--- config.mk ---
export PLATFORM = sky130hd
export DESIGN_NAME = irm_map_top
export DESIGN_NICKNAME = d
export VERILOG_FILES = /design/src/irm_pkg.sv /design/src/irm_stretch.sv /design/src/irm_map_top.sv
export SDC_FILE = /design/constraint.sdc
export NUM_CORES = 1
export LEC_CHECK = 0
export ABC_AREA = 1
export BUFFER_PORTS_ARGS = -buffer_cell sky130_fd_sc_hd__buf_2
export CORE_AREA = 2 2 91 93
export CTS_CLUSTER_SIZE = 16
export DETAILED_ROUTE_END_ITERATION = 8
export DIE_AREA = 0 0 93 95
export HOLD_SLACK_MARGIN = 0.06
export PLACE_DENSITY = 0.79
export SLEW_MARGIN = 20
export SYNTH_ARGS = -nofsm -noshare
export SYNTH_HDL_FRONTEND = slang
export SYNTH_SLANG_ARGS = --single-unit
--- constraint.sdc ---
create_clock -name clk -period 3.6 [get_ports clk]
set_clock_uncertainty 0.05 [all_clocks]
set_input_delay 0.72 -clock clk [delete_from_list [all_inputs] [get_ports clk]]
set_output_delay 0.72 -clock clk [all_outputs]
set_load 0.01 [all_outputs]
--- src/irm_pkg.sv ---
// shared constants for the internal resource address mapper
package irm_pkg;
  // ---------------------------------------------------------------
  // register indices (byte address is four times the index)
  // ---------------------------------------------------------------
  localparam logic [5:0] IDX_RAM_POS  = 6'h10;
  localparam logic [5:0] IDX_REGB_POS = 6'h11;
  localparam logic [5:0] IDX_NVM_POS  = 6'h12;
  localparam logic [5:0] IDX_MISC     = 6'h13;
  localparam logic [5:0] IDX_STATUS   = 6'h14;
  // ---------------------------------------------------------------
  // reset values and field masks
  // ---------------------------------------------------------------
  localparam logic [7:0] RST_RAM_POS   = 8'h00;
  localparam logic [7:0] RST_REGB_POS  = 8'h00;
  localparam logic [7:0] RST_NVM_POS   = 8'h01;
  localparam logic [7:0] RST_MISC_EXP  = 8'h0c;
  localparam logic [7:0] MISC_SC_SET   = 8'h03;
  localparam logic [7:0] MASK_RAM_POS  = 8'hf8;
  localparam logic [7:0] MASK_REGB_FLD = 8'hf8;
  localparam logic [7:0] MASK_REGB_WST = 8'h01;
  localparam logic [7:0] MASK_NVM_FLD  = 8'hf0;
  localparam logic [7:0] MASK_NVM_ON   = 8'h01;
  // ---------------------------------------------------------------
  // misc register bit positions
  // ---------------------------------------------------------------
  localparam int MISC_SWAP   = 7;
  localparam int MISC_NARROW = 6;
  localparam int MISC_WSTR_H = 5;
  localparam int MISC_WSTR_L = 4;
  localparam int MISC_XSTR_H = 3;
  localparam int MISC_XSTR_L = 2;
  localparam int MISC_SMALL  = 1;
  localparam int MISC_LARGE  = 0;
  // ---------------------------------------------------------------
  // address map constants
  // ---------------------------------------------------------------
  localparam logic [1:0] REGB_SUB   = 2'h0;  // first 512 bytes of 2K block
  localparam logic [1:0] WIN_SUB    = 2'h1;  // following 512 bytes
  localparam logic [1:0] NVM_SUB    = 2'h3;  // 1K at offset 0xc00 of 4K
  localparam logic [2:0] LOW_4K     = 3'h0;  // first 4K of a 32K half
  localparam logic [7:0] DBG_PAGE   = 8'hff;
  localparam logic [1:0] RESP_OKAY  = 2'h0;
  localparam logic [1:0] RESP_SLV   = 2'h2;
  // ---------------------------------------------------------------
  // one-hot select encoding, highest precedence first
  // ---------------------------------------------------------------
  typedef enum logic [6:0] {
    SEL_NONE  = 7'h00,
    SEL_DBG   = 7'h40,
    SEL_REGB  = 7'h20,
    SEL_RAM   = 7'h10,
    SEL_NVM   = 7'h08,
    SEL_SMALL = 7'h04,
    SEL_LARGE = 7'h02,
    SEL_EXT   = 7'h01
  } irm_sel_t;
endpackage

--- src/irm_stretch.sv ---
// e clock stretch counter for external bus cycles
`timescale 1ns/10ps
module irm_stretch
  import irm_pkg::*;
#(
  parameter int CNT_W = 2
) (
  // clock and reset
  input  wire logic             clk,
  input  wire logic             sys_rst,
  input  wire logic             ce,
  // request
  input  wire logic             start,
  input  wire logic [CNT_W-1:0] count,
  // e clock hold
  output logic                  e_hold_high
);
  logic [CNT_W-1:0] cnt_ff;
  logic             hold_ff;

  // load the count on start, then hold e high one cycle per count
  always_ff @(posedge clk or posedge sys_rst) begin
    if (sys_rst) begin
      cnt_ff  <= '0;
      hold_ff <= 1'b0;
    end else if (ce) begin
      if (start) begin
        cnt_ff  <= count;
        hold_ff <= (count != '0); // RULE20
      end else if (cnt_ff != '0) begin
        cnt_ff  <= cnt_ff - 1'b1;
        hold_ff <= (cnt_ff != {{(CNT_W-1){1'b0}}, 1'b1});
      end
    end
  end

  assign e_hold_high = hold_ff;
endmodule

--- src/irm_map_top.sv ---
// address mapper: mapping registers, decode and stretch control
//
// What this block does
// RULE1 - position registers take one write in normal modes, any in special modes
// RULE2 - a written mapping value steers the decode from the next cycle
// RULE3 - overlap precedence: debug, registers, ram, eeprom, program arrays, external
// RULE4 - in expanded modes every unclaimed address goes to external memory
// RULE5 - 512-byte register block at zero after reset, movable to 2K boundaries
// RULE6 - wait-stop bit set blocks all decoding while in wait mode
// RULE7 - wait-stop bit writable in normal modes only, readable always
// RULE8 - 2K ram at zero after reset, five-bit field gives address bits 15..11
// RULE9 - 1K eeprom at 0c00 after reset, four-bit field gives bits 15..12
// RULE10 - eeprom enable inserts or removes eeprom, forced on in single-chip
// RULE11 - misc control takes one write in normal modes, any in special
// RULE12 - swap bit exchanges placement of the 28K and 32K program arrays
// RULE13 - narrow bit makes following window eight bits wide in expanded wide modes
// RULE14 - following window sits right after the register block, 0200 at reset
// RULE15 - following window accesses stretched by its two-bit field, expanded only
// RULE16 - external accesses stretched by the external two-bit field, expanded only
// RULE17 - array enable bits place or remove each program array
// RULE18 - reserved bits of position registers read zero, writes ignored
// RULE19 - special-mode indicator low selects write-anytime, high write-once
// RULE20 - stretched access holds e high for the added cycles
`timescale 1ns/10ps
module irm_map_top
  import irm_pkg::*;
#(
  parameter int ADDR_W = 8,
  parameter int CPU_AW = 16
) (
  // clock, reset, enable
  input  wire logic              clk,
  input  wire logic              sys_rst,
  input  wire logic              ce,
  // axi4-lite write
  input  wire logic [ADDR_W-1:0] s_axi_awaddr,
  input  wire logic              s_axi_awvalid,
  output logic                   s_axi_awready,
  input  wire logic [31:0]       s_axi_wdata,
  input  wire logic [3:0]        s_axi_wstrb,
  input  wire logic              s_axi_wvalid,
  output logic                   s_axi_wready,
  output logic [1:0]             s_axi_bresp,
  output logic                   s_axi_bvalid,
  input  wire logic              s_axi_bready,
  // axi4-lite read
  input  wire logic [ADDR_W-1:0] s_axi_araddr,
  input  wire logic              s_axi_arvalid,
  output logic                   s_axi_arready,
  output logic [31:0]            s_axi_rdata,
  output logic [1:0]             s_axi_rresp,
  output logic                   s_axi_rvalid,
  input  wire logic              s_axi_rready,
  // operating mode
  input  wire logic              special_mode_indicator_n,
  input  wire logic              mode_expanded,
  input  wire logic              mode_wide,
  input  wire logic              mode_peripheral,
  input  wire logic              wait_mode,
  input  wire logic              background_debug,
  input  wire logic              e_clock_stretch_enable,
  // cpu access
  input  wire logic              cpu_valid,
  input  wire logic [CPU_AW-1:0] cpu_addr,
  // decode result
  output logic                   map_valid,
  output logic [6:0]             map_select,
  output logic                   map_narrow,
  output logic [1:0]             map_stretch,
  output logic                   e_hold_high
);
  // ---------------------------------------------------------------
  // state
  // ---------------------------------------------------------------
  logic [7:0]       ram_pos_ff, regb_pos_ff, nvm_pos_ff, misc_ff;
  logic             ram_once_ff, regb_once_ff, nvm_once_ff, misc_once_ff;
  logic             init_ff;
  logic             awrdy_ff, wrdy_ff, bvalid_ff, arrdy_ff, rvalid_ff;
  logic             aw_got_ff, w_got_ff;
  logic [5:0]       aw_idx_ff;
  logic [7:0]       wdata_ff;
  logic             wstrb_ff;
  logic [1:0]       bresp_ff, rresp_ff;
  logic [31:0]      rdata_ff;
  logic             vld_ff, narrow_ff;
  logic [6:0]       sel_ff;
  logic [1:0]       str_ff;
  irm_sel_t         nxt_sel;
  logic             single_chip, special, w_go, may_once, wait_block;
  logic             hit_dbg, hit_regb, hit_win, hit_ram, hit_nvm, hit_small, hit_large;
  logic             nvm_on, take_acc, stretch_go;
  logic [1:0]       nxt_str;

  assign single_chip = !mode_expanded && !mode_peripheral;
  assign special     = !special_mode_indicator_n;            // RULE19
  assign w_go        = ce && aw_got_ff && w_got_ff && !bvalid_ff && wstrb_ff;
  assign nvm_on      = nvm_pos_ff[0] || single_chip;        // RULE10
  assign wait_block  = wait_mode && regb_pos_ff[0];         // RULE6

  // ---------------------------------------------------------------
  // decode helpers
  // ---------------------------------------------------------------
  // match a 512-byte slot inside the 2K block named by base
  function automatic logic in_slot(input logic [15:0] a, input logic [4:0] base, input logic [1:0] sub);
    in_slot = (a[15:11] == base) && (a[10:9] == sub);
  endfunction

  // read value of one register index, reserved bits zero
  function automatic logic [7:0] rd_reg(input logic [5:0] idx);
    case (idx)
      IDX_RAM_POS:  rd_reg = ram_pos_ff & MASK_RAM_POS;
      IDX_REGB_POS: rd_reg = regb_pos_ff & (MASK_REGB_FLD | MASK_REGB_WST);      // RULE18
      IDX_NVM_POS:  rd_reg = (nvm_pos_ff & MASK_NVM_FLD) | {7'h00, nvm_on};       // RULE18
      IDX_MISC:     rd_reg = misc_ff;
      IDX_STATUS:   rd_reg = {5'h00, single_chip, wait_block, special_mode_indicator_n};
      default:      rd_reg = 8'h00;
    endcase
  endfunction

  // index is mapped when it names a register
  function automatic logic mapped(input logic [5:0] idx);
    mapped = (idx >= IDX_RAM_POS) && (idx <= IDX_STATUS);
  endfunction

  // ---------------------------------------------------------------
  // axi write channel
  // ---------------------------------------------------------------
  // capture address and data in either order, answer after both
  always_ff @(posedge clk or posedge sys_rst) begin
    if (sys_rst) begin
      awrdy_ff  <= 1'b1;
      wrdy_ff   <= 1'b1;
      aw_got_ff <= 1'b0;
      w_got_ff  <= 1'b0;
      aw_idx_ff <= '0;
      wdata_ff  <= '0;
      wstrb_ff  <= 1'b0;
      bvalid_ff <= 1'b0;
      bresp_ff  <= RESP_OKAY;
    end else if (ce) begin
      if (s_axi_awvalid && awrdy_ff) begin
        aw_idx_ff <= s_axi_awaddr[7:2];
        aw_got_ff <= 1'b1;
        awrdy_ff  <= 1'b0;
      end
      if (s_axi_wvalid && wrdy_ff) begin
        wdata_ff <= s_axi_wdata[7:0];
        wstrb_ff <= s_axi_wstrb[0];
        w_got_ff <= 1'b1;
        wrdy_ff  <= 1'b0;
      end
      if (aw_got_ff && w_got_ff && !bvalid_ff) begin
        aw_got_ff <= 1'b0;
        w_got_ff  <= 1'b0;
        bvalid_ff <= 1'b1;
        bresp_ff  <= mapped(aw_idx_ff) ? RESP_OKAY : RESP_SLV;
      end
      if (bvalid_ff && s_axi_bready) begin
        bvalid_ff <= 1'b0;
        awrdy_ff  <= 1'b1;
        wrdy_ff   <= 1'b1;
      end
    end
  end

  // ---------------------------------------------------------------
  // axi read channel
  // ---------------------------------------------------------------
  // one read at a time, answer one cycle after the address
  always_ff @(posedge clk or posedge sys_rst) begin
    if (sys_rst) begin
      arrdy_ff  <= 1'b1;
      rvalid_ff <= 1'b0;
      rdata_ff  <= '0;
      rresp_ff  <= RESP_OKAY;
    end else if (ce) begin
      if (s_axi_arvalid && arrdy_ff) begin
        arrdy_ff  <= 1'b0;
        rvalid_ff <= 1'b1;
        rdata_ff  <= {24'h000000, rd_reg(s_axi_araddr[7:2])};
        rresp_ff  <= mapped(s_axi_araddr[7:2]) ? RESP_OKAY : RESP_SLV;
      end else if (rvalid_ff && s_axi_rready) begin
        rvalid_ff <= 1'b0;
        arrdy_ff  <= 1'b1;
      end
    end
  end

  // ---------------------------------------------------------------
  // mapping registers
  // ---------------------------------------------------------------
  assign may_once = special;

  // ram and register block position, write-once in normal modes
  always_ff @(posedge clk or posedge sys_rst) begin
    if (sys_rst) begin
      ram_pos_ff   <= RST_RAM_POS;   // RULE8
      regb_pos_ff  <= RST_REGB_POS;  // RULE5
      ram_once_ff  <= 1'b0;
      regb_once_ff <= 1'b0;
    end else if (w_go) begin
      if (aw_idx_ff == IDX_RAM_POS) begin
        ram_once_ff <= 1'b1;
        if (may_once || !ram_once_ff) begin
          ram_pos_ff <= wdata_ff & MASK_RAM_POS; // RULE1
        end
      end
      if (aw_idx_ff == IDX_REGB_POS) begin
        regb_once_ff <= 1'b1;
        if (may_once || !regb_once_ff) begin
          regb_pos_ff[7:3] <= wdata_ff[7:3]; // RULE1
        end
        if (special_mode_indicator_n) begin
          regb_pos_ff[0] <= wdata_ff[0]; // RULE7
        end
      end
    end
  end

  // eeprom position: field write-once, enable bit any time
  always_ff @(posedge clk or posedge sys_rst) begin
    if (sys_rst) begin
      nvm_pos_ff  <= RST_NVM_POS; // RULE9
      nvm_once_ff <= 1'b0;
    end else if (w_go && aw_idx_ff == IDX_NVM_POS) begin
      nvm_once_ff   <= 1'b1;
      nvm_pos_ff[0] <= wdata_ff[0]; // RULE10
      if (may_once || !nvm_once_ff) begin
        nvm_pos_ff[7:4] <= wdata_ff[7:4]; // RULE1
      end
    end
  end

  // misc control; array enables come up set in single-chip modes
  always_ff @(posedge clk or posedge sys_rst) begin
    if (sys_rst) begin
      misc_ff      <= RST_MISC_EXP;
      misc_once_ff <= 1'b0;
      init_ff      <= 1'b0;
    end else if (ce) begin
      init_ff <= 1'b1;
      if (!init_ff && single_chip) begin
        misc_ff <= RST_MISC_EXP | MISC_SC_SET;
      end else if (w_go && aw_idx_ff == IDX_MISC) begin
        misc_once_ff <= 1'b1;
        if (may_once || !misc_once_ff) begin
          misc_ff <= wdata_ff; // RULE11
        end
      end
    end
  end

  // ---------------------------------------------------------------
  // address decode
  // ---------------------------------------------------------------
  assign hit_dbg   = background_debug && (cpu_addr[15:8] == DBG_PAGE);
  assign hit_regb  = in_slot(cpu_addr, regb_pos_ff[7:3], REGB_SUB);          // RULE5
  assign hit_win   = in_slot(cpu_addr, regb_pos_ff[7:3], WIN_SUB);           // RULE14
  assign hit_ram   = (cpu_addr[15:11] == ram_pos_ff[7:3]);                   // RULE8 RULE2
  assign hit_nvm   = nvm_on && (cpu_addr[15:12] == nvm_pos_ff[7:4])
                     && (cpu_addr[11:10] == NVM_SUB);                        // RULE9
  assign hit_small = misc_ff[MISC_SMALL] && (cpu_addr[15] == misc_ff[MISC_SWAP])
                     && (cpu_addr[14:12] != LOW_4K);                         // RULE12 RULE17
  assign hit_large = misc_ff[MISC_LARGE] && (cpu_addr[15] != misc_ff[MISC_SWAP]); // RULE12 RULE17
  assign take_acc  = ce && cpu_valid && !wait_block;                         // RULE6

  // fixed precedence selection
  always_comb begin
    if (hit_dbg) begin
      nxt_sel = SEL_DBG; // RULE3
    end else if (hit_regb) begin
      nxt_sel = SEL_REGB;
    end else if (hit_ram) begin
      nxt_sel = SEL_RAM;
    end else if (hit_nvm) begin
      nxt_sel = SEL_NVM;
    end else if (hit_small) begin
      nxt_sel = SEL_SMALL;
    end else if (hit_large) begin
      nxt_sel = SEL_LARGE;
    end else if (mode_expanded) begin
      nxt_sel = SEL_EXT; // RULE4
    end else begin
      nxt_sel = SEL_NONE;
    end
  end

  // stretch count for SEL_EXT: window field inside the window, else external field; zero for other selections
  always_comb begin
    nxt_str = 2'h0;
    if (nxt_sel == SEL_EXT) begin
      if (hit_win) begin
        nxt_str = {misc_ff[MISC_WSTR_H], misc_ff[MISC_WSTR_L]}; // RULE15
      end else begin
        nxt_str = {misc_ff[MISC_XSTR_H], misc_ff[MISC_XSTR_L]}; // RULE16
      end
    end
  end

  assign stretch_go = take_acc && (nxt_sel == SEL_EXT) && e_clock_stretch_enable;

  // registered decode result
  always_ff @(posedge clk or posedge sys_rst) begin
    if (sys_rst) begin
      vld_ff    <= 1'b0;
      sel_ff    <= SEL_NONE;
      narrow_ff <= 1'b0;
      str_ff    <= 2'h0;
    end else if (ce) begin
      vld_ff    <= take_acc;
      sel_ff    <= take_acc ? nxt_sel : SEL_NONE;
      narrow_ff <= take_acc && (nxt_sel == SEL_EXT) && hit_win && mode_wide
                   && misc_ff[MISC_NARROW]; // RULE13
      str_ff    <= take_acc ? nxt_str : 2'h0;
    end
  end

  // e clock hold for stretched external cycles
  irm_stretch #(
    .CNT_W (2)
  ) u_stretch (
    .clk         (clk),
    .sys_rst     (sys_rst),
    .ce          (ce),
    .start       (stretch_go),
    .count       (nxt_str),
    .e_hold_high (e_hold_high)
  );

  // ---------------------------------------------------------------
  // outputs
  // ---------------------------------------------------------------
  assign s_axi_awready = awrdy_ff;
  assign s_axi_wready  = wrdy_ff;
  assign s_axi_bvalid  = bvalid_ff;
  assign s_axi_bresp   = bresp_ff;
  assign s_axi_arready = arrdy_ff;
  assign s_axi_rvalid  = rvalid_ff;
  assign s_axi_rdata   = rdata_ff;
  assign s_axi_rresp   = rresp_ff;
  assign map_valid     = vld_ff;
  assign map_select    = sel_ff;
  assign map_narrow    = narrow_ff;
  assign map_stretch   = str_ff;
endmodule

==> flow_metrics.env, run 1 <==
export IMPL_gp_congestion=0.920
export IMPL_cts_htree_levels=3
export IMPL_syn_instance_count=493
export IMPL_worst_path_buf_inv=1
export IMPL_cts_tree="built"
export IMPL_drtAntennaViolNets=0
export IMPL_outcome="complete, no violations"
export IMPL_cts_inserted_buffers=9
export IMPL_syn2layout_area_growth_pct=14.7
export IMPL_cts_sinks=75
export IMPL_muxShareOfSynthArea=0
export IMPL_fin_cells=683
export IMPL_min_period_ns=2.11
export IMPL_power_internal_mw=1.48
export IMPL_fin_nets=659
export IMPL_setup_viol=0
export IMPL_synthXorXnorAreaFrac=0.00227
export IMPL_timing_slew_headroom=0.430
export IMPL_dpl_cell_count=667
export IMPL_tightest_slew_ns=0.854
export IMPL_postSynth_asyncResetShare=1.00
export IMPL_regArea_mm2=0.00188
export IMPL_clock_fmax_mhz=474
export IMPL_die_area_mm2=0.00884
export IMPL_cpLargestDelayFamily="simple AND/OR/NAND/NOR gates"
export IMPL_hold_ws_ns=0.407
export IMPL_wl_per_cell_um=12.6
export IMPL_drtIter0Drc=211
export IMPL_drc_errors=0
export IMPL_yosysTopAreaCellShare=0.447
export IMPL_seq_area_frac_synth=0.488
export IMPL_arrival_ns=2.28
export IMPL_grt_pass1_wl_um=13900
export IMPL_synth_edf_count=0
export IMPL_cts_hold_buffers=0
export IMPL_fp_dieW_um=93
export IMPL_hp_class="reg2reg"
export IMPL_p_seq_frac=0.498
export IMPL_syn_area_mm2=0.00386
export IMPL_slowest_delay_ns=0.29
export IMPL_synth_flop_cell="dfrtp_1"
export IMPL_hold_violations=0
export IMPL_worstSetupEndpointType="register"
export IMPL_finalPower_mw=2.27
export IMPL_period_share=0.586
export IMPL_fin_setup_tns_ns=0
export IMPL_rows=33
export IMPL_worstPathCellList="buf_2 -> nand4_2 -> or2_4 -> nor2_4 -> nand4_2 -> a21oi_2 -> nand2_2 -> nor2_1 -> a21oi_1"
export IMPL_place_detailed_hpwl_um=6770
export IMPL_postCtsSetupBuffers=0
export IMPL_clk_pin_slew_ns=0.08
export IMPL_clock_path_buffers=2
export IMPL_p_switching_mw=0.783
export IMPL_switching_share=0.346
export IMPL_ios=137
export IMPL_synth_top_family_by_area="simple AND/OR/NAND/NOR gates"
export IMPL_die_h_um=95
export IMPL_num_vias=3293
export IMPL_grt_usage=0.200
export IMPL_cts_resized=0
export IMPL_synth_top_cells_by_area="dfrtp_1, nand2_1, inv_1"
export IMPL_synth_seq_cells=75
export IMPL_crit_type="in2reg"
export IMPL_first_pass_iters=5
export IMPL_clock_latency_ns=0.34
export IMPL_multi_input_area_mm2=0.00159
export IMPL_p_comb_frac=0.237
export IMPL_max_cap_viol_count=0
export IMPL_grt_max_degree=44
export IMPL_coreArea_mm2=0.00793
export IMPL_yosys_area_top_type="dfrtp_1"
export IMPL_yosysMostFrequentCell="nand2_1"
export IMPL_vias_per_cell=4.82
export IMPL_diodes=0
export IMPL_yosys_area_share_adder=0.00648
export IMPL_required_ns=3.77
export IMPL_fin_util=0.559
export IMPL_power_density_mw_per_mm2=511
export IMPL_p_leak_nw=2.37
export IMPL_pwr_share_clk=0.264
export IMPL_grt_overflow_total=0
export IMPL_yosys_warnings=0
export IMPL_ys_types=38
export IMPL_synthSimpleGateAreaFrac=0.254
export IMPL_worstPathMaxFanout=12
export IMPL_synth_compound_area_frac=0.125
export IMPL_start_kind="primary input"
export IMPL_nFillCells=751
export IMPL_synth_area_per_cell_um2=7.84
export IMPL_drive_gt1_frac=0.194
export IMPL_cts_root_buf="clkbuf_8"
export IMPL_rsz0062_at_grt="false"
export IMPL_peakVddDrop_v=0.000271
export IMPL_grt_pass1_vias=3005
export IMPL_antenna_found_initial=0
export IMPL_initial_utilization=0.487
export IMPL_io_buffers=71
export IMPL_critPathSlowestCell="or2_4"
export IMPL_slew_viol_final=0
export IMPL_drt_wl_total_um=8600
export IMPL_crit_top_cell="nand4_2"
export IMPL_synth_commonest_cells="nand2_1, inv_1, dfrtp_1, o21ai_0, nor2_1"
-- sequential cells by signal, indices dropped and copies added (netlist names), 2 cells and up --
name and flops:
misc_ff 8, map_stretch 2, wdata_ff 8, u_stretch.cnt_ff 2
map_select 7, regb_pos_ff 6, nvm_pos_ff 5, ram_pos_ff 5
aw_idx_ff 6, s_axi_rdata 8
-- tightest hold or removal path, cell delays in order (launching register included) --
cell	delay [ns]
dfrtp_1	0.33
inv_1	0.05
nand2_1	0.05
-- cells by family after synthesis --
family	after synthesis
simple gates	232
buf+inv	101
compound gates	81
flops	75
fa+ha+maj	2
xor+xnor	1
other cells	1
-- per-layer routing --
| metal | vias to the layer above | wire length [µm] | GRT usage |
|---|---|---|---|
| met2 | 109 | 4100 | 0.336 |
| met5 | - | 0 | 0 |
| li1 | 1678 | - | - |
| met4 | 0 | 131 | 0.0686 |
| met1 | 1490 | 3890 | 0.268 |
| met3 | 16 | 481 | 0.0287 |
-- cell type report --
| cell class | count | share of cell area |
|---|---|---|
| clock buffer | 11 | 0.0319 |
| clock inverter | 5 | 0.00847 |
| inverter | 71 | 0.0601 |
| multi-input combinational | 342 | 0.360 |
| sequential | 75 | 0.425 |
| tap | 105 | 0.0296 |
| timing repair buffer | 74 | 0.0852 |
-- power groups by stage --
stage	clock (mW)	combinational (mW)	sequential, mW
2_1_floorplan	0	0.368	1.14
3_3_place_gp	0	0.515	1.13
3_5_place_dp	0	0.541	1.14
4_1_cts	0.614	0.544	1.13
5_1_grt	0.647	0.622	1.15
6_report	0.599	0.538	1.13
-- worst paths after layout --
kind,from,to,slack [ns],cells past startpoint
worst min register to register,regb_once_ff$_DFFE_PP0P_,regb_once_ff$_DFFE_PP0P_,0.41,2
worst min-delay path,regb_once_ff$_DFFE_PP0P_,regb_once_ff$_DFFE_PP0P_,0.41,2
max in group asynchronous,sys_rst,s_axi_awready$_DFFE_PP1P_,2.22,3
worst max register to register,s_axi_bvalid$_DFFE_PP0P_,misc_ff[1]$_DFFE_PP0P_,1.70,9
worst max-delay path,ce,misc_ff[1]$_DFFE_PP0P_,1.49,9
min in group asynchronous,sys_rst,s_axi_rresp[1]$_DFFE_PP0P_,0.49,2
-- metrics by stage --
| stage | instance area [µm²] | setup WS, ns |
|---|---|---|
| finish | 4430 | 1.49 |
| global route | 4430 | 1.32 |
| CTS | 4430 | 1.48 |
| detailed placement | 4250 | 1.12 |
| global placement | 4250 | 1.23 |
| floorplan | 3960 | 0.930 |
-- placed cells by master (no fill, tap or decap), types with 2 or more instances in the layout --
master | synthesis | layout
nor2_2 | 2 | 2
dfrtp_1 | 69 | 69
inv_1 | 70 | 69
o21ai_0 | 41 | 41
nand4_2 | 3 | 3
nand4_1 | 8 | 8
o22ai_1 | 8 | 8
nand3_1 | 17 | 17
o21ai_1 | 10 | 10
inv_2 | 1 | 2
a221oi_1 | 3 | 3
clkbuf_8 | 0 | 10
nor3_1 | 2 | 2
a21oi_1 | 7 | 7
nand2_1 | 156 | 156
buf_2 | 2 | 71
nor2_1 | 36 | 36
inv_6 | 0 | 2
ha_1 | 2 | 2
buf_4 | 26 | 3
conb_1 | 1 | 26
dfstp_2 | 6 | 6
o41ai_1 | 2 | 2
clkinvlp_4 | 0 | 2
nand3b_1 | 2 | 2
a21oi_2 | 3 | 3
Power figures use the tool's default switching activity.
==> run 2: changes to the inputs <==
--- a/config.mk
+++ b/config.mk
@@ -7,12 +7,12 @@
 export LEC_CHECK = 0
 export ABC_AREA = 1
 export BUFFER_PORTS_ARGS = -buffer_cell sky130_fd_sc_hd__buf_2
-export CORE_AREA = 2 2 91 93
+export CORE_AREA = 2 2 96 98
 export CTS_CLUSTER_SIZE = 16
 export DETAILED_ROUTE_END_ITERATION = 8
-export DIE_AREA = 0 0 93 95
+export DIE_AREA = 0 0 98 100
 export HOLD_SLACK_MARGIN = 0.06
-export PLACE_DENSITY = 0.79
+export PLACE_DENSITY = 0.75
 export SLEW_MARGIN = 20
 export SYNTH_ARGS = -nofsm -noshare
 export SYNTH_HDL_FRONTEND = slang
==> constraint.sdc (replaced) <==
create_clock -name clk -period 1.94 [get_ports clk]
set_clock_uncertainty 0.05 [all_clocks]
set_input_delay 0.388 -clock clk [delete_from_list [all_inputs] [get_ports clk]]
set_output_delay 0.388 -clock clk [all_outputs]
set_load 0.01 [all_outputs]
==> run 2 against run 1 <==
Net effect:
- via count is 2.4% higher
- setup slack worse by 1.4 ns
- die area is 11% higher
- final cell count is 1.9% higher
- sequential power is 86% higher
- non-clock buffer count is 7 higher
- sequential share of layout area is 1.0 points lower
==> flow_metrics.env, run 2 (same netlist as run 1, synthesis figures left out) <==
export IMPL_critPathSlowestCell="dfrtp_1"
export IMPL_cts_sinks=75
export IMPL_drt_wl_total_um=8700
export IMPL_slew_viol_final=0
export IMPL_antenna_found_initial=0
export IMPL_slowest_delay_ns=0.40
export IMPL_max_cap_viol_count=0
export IMPL_grt_pass1_vias=3289
export IMPL_vias_per_cell=4.84
export IMPL_crit_top_cell="nand2_1"
export IMPL_gp_congestion=1.01
export IMPL_ios=137
export IMPL_fp_dieW_um=98
export IMPL_worstPathMaxFanout=7
export IMPL_worstSetupEndpointType="register"
export IMPL_period_share=0.933
export IMPL_layout_common_cells="nand2_1, buf_2, inv_1, dfrtp_1, o21ai_0"
export IMPL_worst_path_buf_inv=1
export IMPL_drtAntennaViolNets=0
export IMPL_timing_slew_headroom=0.607
export IMPL_r2r_slack_ns=0.13
export IMPL_p_leak_nw=2.42
export IMPL_worstPathCellList="inv_1 -> nand2_1 -> nand3_1 -> nand2_1 -> nand3b_1 -> nor2_2 -> nand4_2 -> o21ai_0 -> nand2_1 -> nand2_1"
export IMPL_cts_hold_buffers=0
export IMPL_power_density_mw_per_mm2=966
export IMPL_cts_inserted_buffers=9
export IMPL_cpLargestDelayFamily="simple AND/OR/NAND/NOR gates"
export IMPL_cts_root_buf="clkbuf_8"
export IMPL_rsz0062_at_grt="false"
export IMPL_drtIter0Drc=126
export IMPL_clock_path_buffers=2
export IMPL_drc_errors=0
export IMPL_diodes=0
export IMPL_grt_pass1_wl_um=14900
export IMPL_fin_nets=666
export IMPL_die_area_mm2=0.00980
export IMPL_setup_viol=0
export IMPL_syn2layout_area_growth_pct=17.5
export IMPL_coreArea_mm2=0.00889
export IMPL_rows=35
export IMPL_tightest_slew_ns=0.585
export IMPL_peakVddDrop_v=0.000701
export IMPL_multi_input_area_mm2=0.00159
export IMPL_cts_tree="built"
export IMPL_drive_gt1_frac=0.205
export IMPL_cts_htree_levels=3
export IMPL_initial_utilization=0.435
export IMPL_arrival_ns=2.05
export IMPL_hp_class="in2async"
export IMPL_grt_overflow_total=0
export IMPL_nFillCells=884
export IMPL_die_h_um=100
export IMPL_required_ns=2.18
export IMPL_crit_type="reg2reg"
export IMPL_first_pass_iters=4
export IMPL_num_vias=3372
export IMPL_grt_usage=0.189
export IMPL_finalPower_mw=4.39
export IMPL_wl_per_cell_um=12.5
export IMPL_clock_latency_ns=0.35
export IMPL_regArea_mm2=0.00188
export IMPL_clk_pin_slew_ns=0.08
export IMPL_hold_violations=0
export IMPL_mostFrequentLayoutCell="nand2_1"
export IMPL_fin_setup_tns_ns=0
export IMPL_cts_resized=0
export IMPL_min_period_ns=1.81
export IMPL_place_detailed_hpwl_um=6820
export IMPL_clock_fmax_mhz=553
export IMPL_postCtsSetupBuffers=0
export IMPL_outcome="complete, no violations"
export IMPL_io_buffers=71
export IMPL_start_kind="register"
export IMPL_grt_max_degree=76
[run 2: cell count changes in the layout (fill, tap and decap cells not counted), sizes merged]
| cell | delta |
|---|---|
| bufinv | +1 |
| buf | +7 |
| clkbuf | -1 |
[run 2: routing by layer]
| metal | track usage | share of wire | wire, µm |
|---|---|---|---|
| met3 | 0.0481 | 0.062 | 535 |
| met5 | 0 | 0 | 0 |
| met1 | 0.241 | 0.43 | 3760 |
| met4 | 0.0609 | 0.025 | 220 |
| met2 | 0.316 | 0.48 | 4180 |
[run 2: worst reg2reg max path, stage by stage, from the launching register on]
cell and delay, ns:
dfrtp_1 0.40, inv_1 0.08, nand2_1 0.07, nand3_1 0.13
nand2_1 0.09, nand3b_1 0.18, nor2_2 0.15, nand4_2 0.17
o21ai_0 0.27, nand2_1 0.09, nand2_1 0.07
[run 2: final cells by class]
type,count,area share
Multi-Input combinational cell,342,0.351
Timing Repair Buffer,81,0.0976
Clock buffer,10,0.0303
Clock inverter,6,0.0157
Inverter,71,0.0595
Sequential cell,75,0.415
Tap cell,111,0.0306
[run 2: stage by stage]
step                       util  setup WS [ns]  instance area [µm²]  hold WS, ns  cells
after floorplan               -          0.266                 3960        0.373    518
final                     0.511          0.130                 4540       0.0809    696
after detailed placement  0.487        -0.0584                 4330        0.389    680
after CTS                 0.511          0.138                 4540       0.0992    696
after global placement    0.487         0.0776                 4330        0.390    680
after global routing      0.511        0.00417                 4540        0.103    696
[run 2: path summary, 6_finish.rpt]
kind,startpoint,endpoint,cells after the start
hold reg to reg,regb_once_ff$_DFFE_PP0P_,regb_once_ff$_DFFE_PP0P_,2
hold / removal,sys_rst,regb_pos_ff[4]$_DFFE_PP0P_,3
min in group clk,s_axi_awaddr[4],aw_idx_ff[2]$_DFFE_PP0P_,3
setup / recovery,misc_ff[7]$_DFFE_PP0P_,u_stretch.cnt_ff[0]$_DFFE_PP0P_,10
setup reg to reg,misc_ff[7]$_DFFE_PP0P_,u_stretch.cnt_ff[0]$_DFFE_PP0P_,10
max in group asynchronous,sys_rst,s_axi_awready$_DFFE_PP1P_,3
[run 2: power breakdown]
part	switching [mW]	internal, mW	leakage (nW)
Combinational	0.655	0.386	1.37
Sequential	0.208	1.89	0.946
Clock	0.600	0.645	0.105
Total	1.46	2.92	2.42
